## src/inc/vspi_pkg.sv

```systemverilog
// Package: register map, field positions and timing counts of the block
package vspi_pkg;

  // ------------------------------------------------------------------
  // Register offsets
  // ------------------------------------------------------------------
  localparam logic [7:0] VSPI_OFF_GENERAL = 8'h35;
  localparam logic [7:0] VSPI_OFF_SENSE_LOW = 8'h69;
  localparam logic [7:0] VSPI_OFF_SENSE_HIGH = 8'h6a;
  localparam logic [7:0] VSPI_OFF_IRQ_MASK = 8'h3d;
  localparam logic [7:0] VSPI_OFF_IRQ_FLAG = 8'h3c;
  localparam logic [7:0] VSPI_OFF_CHG_CTRL = 8'h68;
  localparam logic [7:0] VSPI_OFF_CHG_FLAG = 8'h3b;
  localparam logic [7:0] VSPI_OFF_CHG_MASK0 = 8'h6b;
  localparam logic [7:0] VSPI_OFF_CHG_MASK1 = 8'h6c;
  localparam logic [7:0] VSPI_OFF_CHG_MASK2 = 8'h6d;

  // ------------------------------------------------------------------
  // General control register fields
  // ------------------------------------------------------------------
  localparam int VSPI_BIT_UNLOCK = 0;
  localparam int VSPI_BIT_VSEL = 1;
  localparam int VSPI_BIT_PUOFF = 4;
  localparam int VSPI_BIT_SCANDIS = 7;

  // ------------------------------------------------------------------
  // Reset values
  // ------------------------------------------------------------------
  localparam logic [7:0] VSPI_RST_BYTE = 8'h00;
  localparam logic [15:0] VSPI_RST_SENSE = 16'h0000;

  // ------------------------------------------------------------------
  // Timing counts in system clock cycles
  // ------------------------------------------------------------------
  localparam logic [2:0] VSPI_WIN_CYCLES = 3'h4;  // Timed sequence window
  localparam logic [2:0] VSPI_POST_SEL = 3'h2;  // Write plus next instr

  // ------------------------------------------------------------------
  // Sense select encodings
  // ------------------------------------------------------------------
  typedef enum logic [1:0]
  {
    VSPI_SENSE_LOW = 2'h0,
    VSPI_SENSE_ANY = 2'h1,
    VSPI_SENSE_FALL = 2'h2,
    VSPI_SENSE_RISE = 2'h3
  } vspi_sense_t;

endpackage : vspi_pkg

```

## src/rtl/vspi_ctrl.sv

```systemverilog
// Vector select, scan port disable, pull-up disable and pin interrupts
`timescale 1ns/1ps

// How it works
// Select bit places vector table flash/boot
// Select changes only after unlock within four
// Block interrupts from unlock until after select
// Automatic blocking leaves global enable untouched
// Lock bits block interrupts in other section
// Unlock self-clears after four cycles or select
// Scan port enabled only if fuse, not disabled
// Scan disable needs same value twice in four
// Global pull-up off overrides pin pull-ups
// Reserved bits read zero, all reset zero
// Pins trigger even when driven as outputs
// Group0 eight masked toggles, group1 one input
// Higher change inputs and group2 do nothing
// Pin-change detection works without I/O clock
// Each pin: falling, rising or low level
// Level mode requests while pin stays low
// Upper edges need I/O clock, rest asynchronous
// I/O clock stops outside idle sleep mode
// Level wake without interrupt if level vanishes
// Pin interrupt needs global and mask enable
// Sense codes: low, any, falling, rising
// Flag cleared by writing one
// Captured requests pass two-stage synchronizer
module vspi_ctrl
  import vspi_pkg::*;
#(
  parameter int NPORT = 8  // Port pins with pull-up control
)
(
  input wire logic clk_i,
  input wire logic rstn_i,
  input wire logic [7:0] addr_i,
  input wire logic [7:0] wdata_i,
  input wire logic wr_en_i,
  input wire logic rd_en_i,
  output logic [7:0] rdata_o,
  input wire logic [7:0] dedicated_irq_pins_i,
  input wire logic [8:0] pin_change_inputs_i,
  input wire logic io_clk_run_i,
  input wire logic global_irq_enable_i,
  input wire logic exec_in_boot_i,
  input wire logic app_section_lock_bit_i,
  input wire logic boot_section_lock_bit_i,
  input wire logic scan_port_fuse_i,
  input wire logic [NPORT-1:0] pin_direction_bit_i,
  input wire logic [NPORT-1:0] pin_output_bit_i,
  input wire logic [7:0] ext_irq_ack_i,
  input wire logic [1:0] pin_change_ack_i,
  output logic [7:0] ext_irq_req_o,
  output logic [1:0] pin_change_req_o,
  output logic irq_blocked_o,
  output logic wake_o,
  output logic vector_table_select_o,
  output logic scan_port_enable_o,
  output logic pullup_global_off_o,
  output logic [NPORT-1:0] pullup_enable_o
);

  // ------------------------------------------------------------------
  // State
  // ------------------------------------------------------------------
  typedef struct packed {
    logic [7:0] pin_s1;  // First synchronizer stage, dedicated pins
    logic [7:0] pin_s2;  // Second synchronizer stage
    logic [7:0] pin_last;  // Previous synchronized level
    logic [8:0] chg_s1;  // First stage, pin-change inputs
    logic [8:0] chg_s2;  // Second stage
    logic [8:0] chg_last;  // Previous synchronized level
    logic vsel;  // Vector table select
    logic unlock;  // Vector change unlock
    logic [2:0] unlock_cnt;  // Cycles left in unlock window
    logic [2:0] blk_cnt;  // Cycles of automatic blocking left
    logic scandis;  // Scan port disable
    logic scan_pend;  // First write of scan sequence seen
    logic scan_pend_val;  // Value of that first write
    logic [2:0] scan_cnt;  // Cycles left for second write
    logic puoff;  // Global pull-up off
    logic [15:0] sense;  // Two sense bits per pin
    logic [7:0] irq_mask;  // Dedicated pin enables
    logic [7:0] irq_flag;  // Dedicated pin edge flags
    logic [1:0] chg_en;  // Pin-change group enables
    logic [1:0] chg_flag;  // Pin-change group flags
    logic [7:0] chg_mask0;  // Group0 per-pin mask
    logic chg_mask1;  // Group1 single-pin mask
    logic [7:0] rdata;  // Read data, one cycle after strobe
  } vspi_state_t;

  vspi_state_t st;  // Registered state
  vspi_state_t next_st;  // Next state

  // ------------------------------------------------------------------
  // Edge match for one pin under its sense selection
  // ------------------------------------------------------------------
  function automatic logic vspi_edge_hit(input logic [1:0] sel,
                                         input logic cur,
                                         input logic prev);
    logic hit;
    hit = 1'b0;
    case (vspi_sense_t'(sel))
      VSPI_SENSE_ANY: hit = cur ^ prev;
      VSPI_SENSE_FALL: hit = prev & ~cur;
      VSPI_SENSE_RISE: hit = cur & ~prev;
      default: hit = 1'b0;  // Level mode keeps no flag
    endcase
    return hit;
  endfunction : vspi_edge_hit

  // ------------------------------------------------------------------
  // Combinational helpers
  // ------------------------------------------------------------------
  logic lock_block;  // Blocking from section lock bits
  logic auto_block;  // Blocking from vector change sequence
  logic gate;  // Interrupt delivery allowed
  logic [7:0] level_low;  // Enabled pins in level mode held low

  // Blocking only masks delivery; the global enable is never written
  always_comb
  begin
    lock_block = (st.vsel & app_section_lock_bit_i & ~exec_in_boot_i)
               | (~st.vsel & boot_section_lock_bit_i & exec_in_boot_i);
    auto_block = st.unlock | (st.blk_cnt != 3'h0);
    gate = global_irq_enable_i & ~auto_block & ~lock_block;
  end

  // Level requests follow the live synchronized pin, not a flag
  always_comb
  begin
    for (int i = 0; i < 8; i++)
    begin
      level_low[i] = st.irq_mask[i] & ~st.pin_s2[i]
                   & (st.sense[2*i +: 2] == VSPI_SENSE_LOW);
    end
  end

  // ------------------------------------------------------------------
  // Next-state logic
  // ------------------------------------------------------------------
  always_comb
  begin
    logic [7:0] edge_set;
    logic [1:0] chg_set;
    logic [8:0] toggle;
    logic [7:0] rval;
    next_st = st;
    edge_set = 8'h00;
    chg_set = 2'h0;
    toggle = 9'h000;
    rval = 8'h00;

    // Synchronizers: pad level counts even on output pins
    next_st.pin_s1 = dedicated_irq_pins_i;
    next_st.pin_s2 = st.pin_s1;
    next_st.pin_last = st.pin_s2;
    next_st.chg_s1 = pin_change_inputs_i;
    next_st.chg_s2 = st.chg_s1;
    next_st.chg_last = st.chg_s2;

    // Edge detection; upper four pins idle while I/O clock is off
    for (int i = 0; i < 8; i++)
    begin
      if (i < 4 || io_clk_run_i)
      begin
        edge_set[i] = vspi_edge_hit(st.sense[2*i +: 2], st.pin_s2[i],
                                    st.pin_last[i]);
      end
    end

    // Pin-change toggles, independent of the I/O clock
    toggle = st.chg_s2 ^ st.chg_last;
    chg_set[0] = |(toggle[7:0] & st.chg_mask0);
    chg_set[1] = toggle[8] & st.chg_mask1;

    // A write on the fourth edge after arming still finds the window open
    // Timed windows count down
    if (st.unlock_cnt != 3'h0)
    begin
      next_st.unlock_cnt = st.unlock_cnt - 3'h1;
      if (st.unlock_cnt == 3'h1)
      begin
        next_st.unlock = 1'b0;
      end
    end
    if (st.blk_cnt != 3'h0)
    begin
      next_st.blk_cnt = st.blk_cnt - 3'h1;
    end
    if (st.scan_cnt != 3'h0)
    begin
      next_st.scan_cnt = st.scan_cnt - 3'h1;
      if (st.scan_cnt == 3'h1)
      begin
        next_st.scan_pend = 1'b0;
      end
    end

    // Flag clears: software write-one, core acknowledge
    if (wr_en_i && addr_i == VSPI_OFF_IRQ_FLAG)
    begin
      next_st.irq_flag = st.irq_flag & ~wdata_i;
    end
    if (wr_en_i && addr_i == VSPI_OFF_CHG_FLAG)
    begin
      next_st.chg_flag = st.chg_flag & ~wdata_i[1:0];
    end
    next_st.irq_flag = next_st.irq_flag & ~ext_irq_ack_i;
    next_st.chg_flag = next_st.chg_flag & ~pin_change_ack_i;

    // Register writes
    if (wr_en_i)
    begin
      case (addr_i)
        VSPI_OFF_GENERAL:
        begin
          next_st.puoff = wdata_i[VSPI_BIT_PUOFF];
          if (wdata_i[VSPI_BIT_UNLOCK])
          begin
            // Arming: start window and blocking together
            next_st.unlock = 1'b1;
            next_st.unlock_cnt = VSPI_WIN_CYCLES;
            next_st.blk_cnt = VSPI_WIN_CYCLES;
          end
          else if (st.unlock)
          begin
            // Select write inside the window
            next_st.vsel = wdata_i[VSPI_BIT_VSEL];
            next_st.unlock = 1'b0;
            next_st.unlock_cnt = 3'h0;
            next_st.blk_cnt = VSPI_POST_SEL;
          end
          // Scan disable changes on a matching second write only
          if (wdata_i[VSPI_BIT_SCANDIS] != st.scandis)
          begin
            if (st.scan_pend &&
                st.scan_pend_val == wdata_i[VSPI_BIT_SCANDIS])
            begin
              next_st.scandis = wdata_i[VSPI_BIT_SCANDIS];
              next_st.scan_pend = 1'b0;
              next_st.scan_cnt = 3'h0;
            end
            else
            begin
              next_st.scan_pend = 1'b1;
              next_st.scan_pend_val = wdata_i[VSPI_BIT_SCANDIS];
              next_st.scan_cnt = VSPI_WIN_CYCLES;
            end
          end
          else
          begin
            // Writing the present value abandons a pending change
            next_st.scan_pend = 1'b0;
            next_st.scan_cnt = 3'h0;
          end
        end
        VSPI_OFF_SENSE_LOW: next_st.sense[7:0] = wdata_i;
        VSPI_OFF_SENSE_HIGH: next_st.sense[15:8] = wdata_i;
        VSPI_OFF_IRQ_MASK: next_st.irq_mask = wdata_i;
        VSPI_OFF_CHG_CTRL: next_st.chg_en = wdata_i[1:0];
        VSPI_OFF_CHG_MASK0: next_st.chg_mask0 = wdata_i;
        VSPI_OFF_CHG_MASK1: next_st.chg_mask1 = wdata_i[0];
        default: ;  // Unmapped and group2 mask: writes ignored
      endcase
    end

    // Hardware set wins over any clear in the same cycle
    next_st.irq_flag = next_st.irq_flag | edge_set;
    next_st.chg_flag = next_st.chg_flag | chg_set;

    // Register reads; reserved and unmapped bits read zero
    case (addr_i)
      VSPI_OFF_GENERAL:
        rval = {st.scandis, 2'h0, st.puoff, 2'h0,
                st.vsel, st.unlock};
      VSPI_OFF_SENSE_LOW: rval = st.sense[7:0];
      VSPI_OFF_SENSE_HIGH: rval = st.sense[15:8];
      VSPI_OFF_IRQ_MASK: rval = st.irq_mask;
      VSPI_OFF_IRQ_FLAG: rval = st.irq_flag;
      VSPI_OFF_CHG_CTRL: rval = {6'h00, st.chg_en};
      VSPI_OFF_CHG_FLAG: rval = {6'h00, st.chg_flag};
      VSPI_OFF_CHG_MASK0: rval = st.chg_mask0;
      VSPI_OFF_CHG_MASK1: rval = {7'h00, st.chg_mask1};
      default: rval = 8'h00;  // Group2 mask included
    endcase
    // Zero outside the slot, so a late sample by a master shows up at once
    next_st.rdata = rd_en_i ? rval : 8'h00;
  end

  // ------------------------------------------------------------------
  // State register
  // ------------------------------------------------------------------
  // Every field resets to zero
  always_ff @(posedge clk_i or negedge rstn_i)
  begin
    if (!rstn_i)
    begin
      st <= '0;
    end
    else
    begin
      st <= next_st;
    end
  end

  // ------------------------------------------------------------------
  // Outputs
  // ------------------------------------------------------------------
  // Level pins request directly, edge pins through their flag
  always_comb
  begin
    for (int i = 0; i < 8; i++)
    begin
      ext_irq_req_o[i] = gate & (level_low[i]
                       | (st.irq_mask[i] & st.irq_flag[i]
                          & (st.sense[2*i +: 2] != VSPI_SENSE_LOW)));
    end
    // Pin-change groups also need their enable in the group control register
    pin_change_req_o = {2{gate}} & st.chg_flag & st.chg_en;
  end

  // Wake ignores the global enable; edges on upper pins excluded
  always_comb
  begin
    wake_o = (|level_low)
           | (|(st.irq_mask[3:0] & st.irq_flag[3:0]))
           | (|(st.chg_flag & st.chg_en));
  end

  assign rdata_o = st.rdata;
  // Blocked flag reports both causes; the core adds its own global enable
  assign irq_blocked_o = auto_block | lock_block;
  assign vector_table_select_o = st.vsel;
  // Fuse is taken live, so unprogramming it shuts the port at once
  assign scan_port_enable_o = scan_port_fuse_i & ~st.scandis;
  assign pullup_global_off_o = st.puoff;
  // Pull-up wanted when direction 0 and output 1, unless globally off
  assign pullup_enable_o = ~pin_direction_bit_i & pin_output_bit_i
                         & {NPORT{~st.puoff}};

endmodule : vspi_ctrl
```

## config.mk

```make
export PLATFORM = sky130hd
export DESIGN_NAME = vspi_ctrl
export DESIGN_NICKNAME = d
export VERILOG_FILES = /design/src/inc/vspi_pkg.sv /design/src/rtl/vspi_ctrl.sv
export SDC_FILE = /design/constraint.sdc
export NUM_CORES = 1
export LEC_CHECK = 0
export BUFFER_PORTS_ARGS = -buffer_cell sky130_fd_sc_hd__buf_4
export CAP_MARGIN = 30
export CORE_AREA = 2 2 105 107
export DETAILED_ROUTE_END_ITERATION = 7
export DIE_AREA = 0 0 107 109
export PLACE_DENSITY_LB_ADDON = 0.2
export SLEW_MARGIN = 20
export SYNTH_ARGS = -nofsm -noshare
export SYNTH_HDL_FRONTEND = slang
export SYNTH_SLANG_ARGS = --single-unit
```

## constraint.sdc

```tcl
create_clock -name clk_i -period 3.76 [get_ports clk_i]
set_input_delay 0.564 -clock clk_i [delete_from_list [all_inputs] [get_ports clk_i]]
set_output_delay 0.564 -clock clk_i [all_outputs]
set_load 0.02 [all_outputs]
```

==> summary.md <==
| Metric | Value |
|---|---|
| Initial antenna violation count | 0 |
| DIE WIDTH | 107 um |
| Yosys top cell area share | 0.521 |
| Area Overhead vs Synth | 24.8% |
| RSZ-0062 raised after global routing | no |
| Inserted Clock Buffers | 17 |
| Part of the power in registers | 0.404 |
| Nets | roughly 680 |
| Die Y | around 110 um |
| Post-synthesis sequential area ratio | 0.521 |
| Mux cell area share after synthesis | 0.101 |
| Synthesized flop and latch total | roughly 120 |
| Pleak | 3.40 nW |
| Core box area | around 11000 um^2 |
| Final ANT Viol Nets | 0 |
| CTS Sinks | 119 |
| Setup violators final | 0 |
| Post-route design area | 7130 um^2 |
| Mean post-synth cell area | about 12 um^2 |
| Switching share of total power | 0.265 |
| Setup crit end kind | output pin |
| Xor/xnor share of the synthesized area | 0.0215 |
| Initial core utilization | 0.539 |
| Pwr/cell area | 514 nW/um^2 |
| Simple-Gate Fraction of Synth Area | 0.126 |
| Via count | 4185 |
| Largest family of logic cells by synthesized area | compound AO/OA/AOI/OAI gates |
| Max Root-Sink Buffers | 2 |
| 1st-iter DRT viols | 207 |
| Top post-synthesis cells by area | dfrtp_1 (52%), mux2_2 (8.7%), ha_1 (5.3%), inv_1 (2.2%), nand2_1 (2.2%) |
| Layout Cells excl Fill | 739 |
| GPL Wtd Cong | 0.867 |
| DRT Pass-1 Iters | 4 |
| Cell area after synthesis | 5710 um^2 |
| Hold Fails Final Rpt | 0 |
| Min cycle time layout | between 2 and 3 ns |
| All-layer global routing usage | 0.237 |
| Internal | 2.70 mW |
| Compound-cell area share of the yosys netlist | 0.127 |
| Crit-path max cell delay | 0.36 ns |
| Post-synth EDFFs | 0 |
| Via density | 5.66 |
| Max VDD drop | between 0.0003 and 0.0004 V |
| Commonest non-fill, non-tap cell in the layout | dfrtp_1 |
| Post-synth top flop | dfrtp_1 |
| Max Transition Viols Final | 0 |
| First-pass GRT wire length | ~21 mm |
| CTS tree | yes |
| Grt peak-use layer | met2 |
| Ant. Diodes | 0 |
| IO Port Bufs | 99 |
| H-Tree Depth | 4 |
| Dominant cell type by area after synthesis | dfrtp_1 |
| Worst slew pin tran | 0.694 ns |
| Layout cell share with drive strength beyond 1 | 0.322 |
| Final HPWL DP | 9.43 mm |
| Max_slew headroom | 0.535 |
| CP Launch Type | flip-flop |
| Most frequent cells in the layout | dfrtp_1 (119), buf_4 (102), mux2_2 (44) |
| Fin crit share | 0.718 |
| Largest net degree at the start of global routing | 76 |
| Critical path type | reg2out |
| Yosys warning count | 0 |
| Clk Latency, worst-skew pair | 0.51 ns |
| Net Sw Power | 970 uW |
| Max Cap Violations | 0 |
| Final WL | approximately 13 mm |
| Row count | 38 |
| Grt total ovfl | 0 |
| CP Data Arrival Time | 2.14 ns |
| Vias in the first global route | ~4200 |
| DRC errors left | 0 |
| CP required | 3.20 ns |
| Worst Hold Class | in2reg |
| Met3 usage | 0.0556 |
| Clk pwr share | 0.450 |
| Status | complete, no violations |
| Placed cells | 705 |
| Die ar. | 11700 um^2 |
| Clock slew at reported path FFs | 0.06 ns |
| Mapped Cells | 491 |
| Synth cell types | 53 |
| Adder-Cell Fraction of Synth Area | 0.0526 |
| GR Util met1 | 0.294 |
| Slowest library cell on the worst path | dfrtp_1 |
| Logic pwr share | 0.146 |
| Post-synth ARST share | 1.00 |
| Skew final | roughly 0.0063 ns |
| Avg WL per Cell | 17.8 um |
| Met2 GRT Util | 0.405 |
| Root Driver | clkbuf_8 |
| Placed cell area | 6490 um^2 |
| Critical path peak fanout | 10 |
| Syn_nets | just under 600 |
| Postcts setup bufs | 0 |
| Final setup TNS | 0 ns |
| CP cell instances | inv_1, ha_1, nand2b_1, nor2_1, o2111ai_1, buf_4, nor2_1, buf_4 |
| Max frequency | about 370 MHz |
| # IOs | 100 |
-- logic make-up after synthesis --
logic type                 after synthesis
DFF                                    119
AOI/OAI and AO/OA                       97
and+or+nand+nor                        124
xor gates and xnor gates                14
adders and majority gates               24
muxes                                   52
buffers and inverters                   61
-- flip-flops by register name, indices dropped and copies added, names as in the netlist --
name	cells
next_st	34
pullup_global_off_o	1
rdata_o	8
st	75
vector_table_select_o	1
-- synth_stat cells (2+ instances only) --
cell       instances
and2_1             3
nor2_1            27
a211oi_1           8
mux2_2            44
a21oi_1            9
o21a_1             3
a31o_2             4
buf_2              9
o31ai_1            3
a22oi_1           12
o2bb2ai_1          5
a211o_1            2
nand2_1           33
and4bb_2           3
and4b_1            3
nand4_1            4
a22o_1            12
mux2i_1            8
o211ai_1           5
o21ai_0           17
and3_1             6
nor3b_1           10
nand3_1            4
a32o_1             5
nand3b_1           5
nand2b_1          12
inv_1             33
a311oi_1           3
buf_4             13
dfrtp_1          119
nor3_1             2
ha_1              24
nor4b_1            2
clkbuf_1           6
nor2b_1            3
xor2_1             9
xnor2_1            5
-- worst max-delay path: cells and delay by family (launching register included) --
family | cells | cell delay (ns)
buffers and inverters | 3 | 0.47
and+or+nand+nor | 3 | 0.45
DFF | 1 | 0.36
adders and majority gates | 1 | 0.18
AOI/OAI and AO/OA | 1 | 0.14
-- layer usage --
metal | vias to the layer above | part of all wire
met3 | 20 | 0.060
met4 | 0 | 0.014
met2 | 148 | 0.50
li1 | 1942 | -
met1 | 2075 | 0.42
met5 | - | 0
-- worst paths after layout --
check,from,to,slack [ns],cells after the start
setup / recovery,st[60],ext_irq_req_o[2],1.06,8
hold / removal,dedicated_irq_pins_i[0],next_st[103],0.15,1
setup reg to reg,pullup_global_off_o,rdata_o[4],2.29,4
hold reg to reg,next_st[85],next_st[76],0.34,0
max in group asynchronous,rstn_i,st[20],2.56,3
min in group asynchronous,rstn_i,st[64],0.53,2
-- area by class of cell --
| cell class | instances | area [um^2] |
|---|---|---|
| flip-flops and latches | 119 | 2980 |
| well taps | 140 | 175 |
| fillers | 792 | 3470 |
| multi-input cells | 311 | 2450 |
| inverters | 33 | 124 |
| clock buffers | 18 | 428 |
| repair buffers | 104 | 796 |
| clock inverters | 14 | 185 |
-- through the flow --
step                setup WS, ns  total power, mW  hold WS [ns]  utilization
detailed placement          1.24             2.03         0.335        0.612
global placement            1.29             1.99         0.332        0.612
floorplan                   1.67             1.82         0.268            -
finish                      1.06             3.67         0.153        0.673
CTS                         1.01             3.69         0.126        0.670
global route               0.871             3.82         0.129        0.673
-- power by group through the flow --
stage	sequential [mW]	clock [mW]	combinational (mW)
floorplan	1.47	0	0.344
global placement	1.49	0	0.492
detailed placement	1.50	0	0.528
CTS	1.48	1.68	0.533
global route	1.49	1.73	0.598
finish	1.48	1.65	0.536
-- what timing repair did --
item | CTS | global route
hold buffers | 0 | 1
hold endpoints to repair | 0 | 16
gates resized for setup | 0 | 0
(Power assumes the default switching activity.)
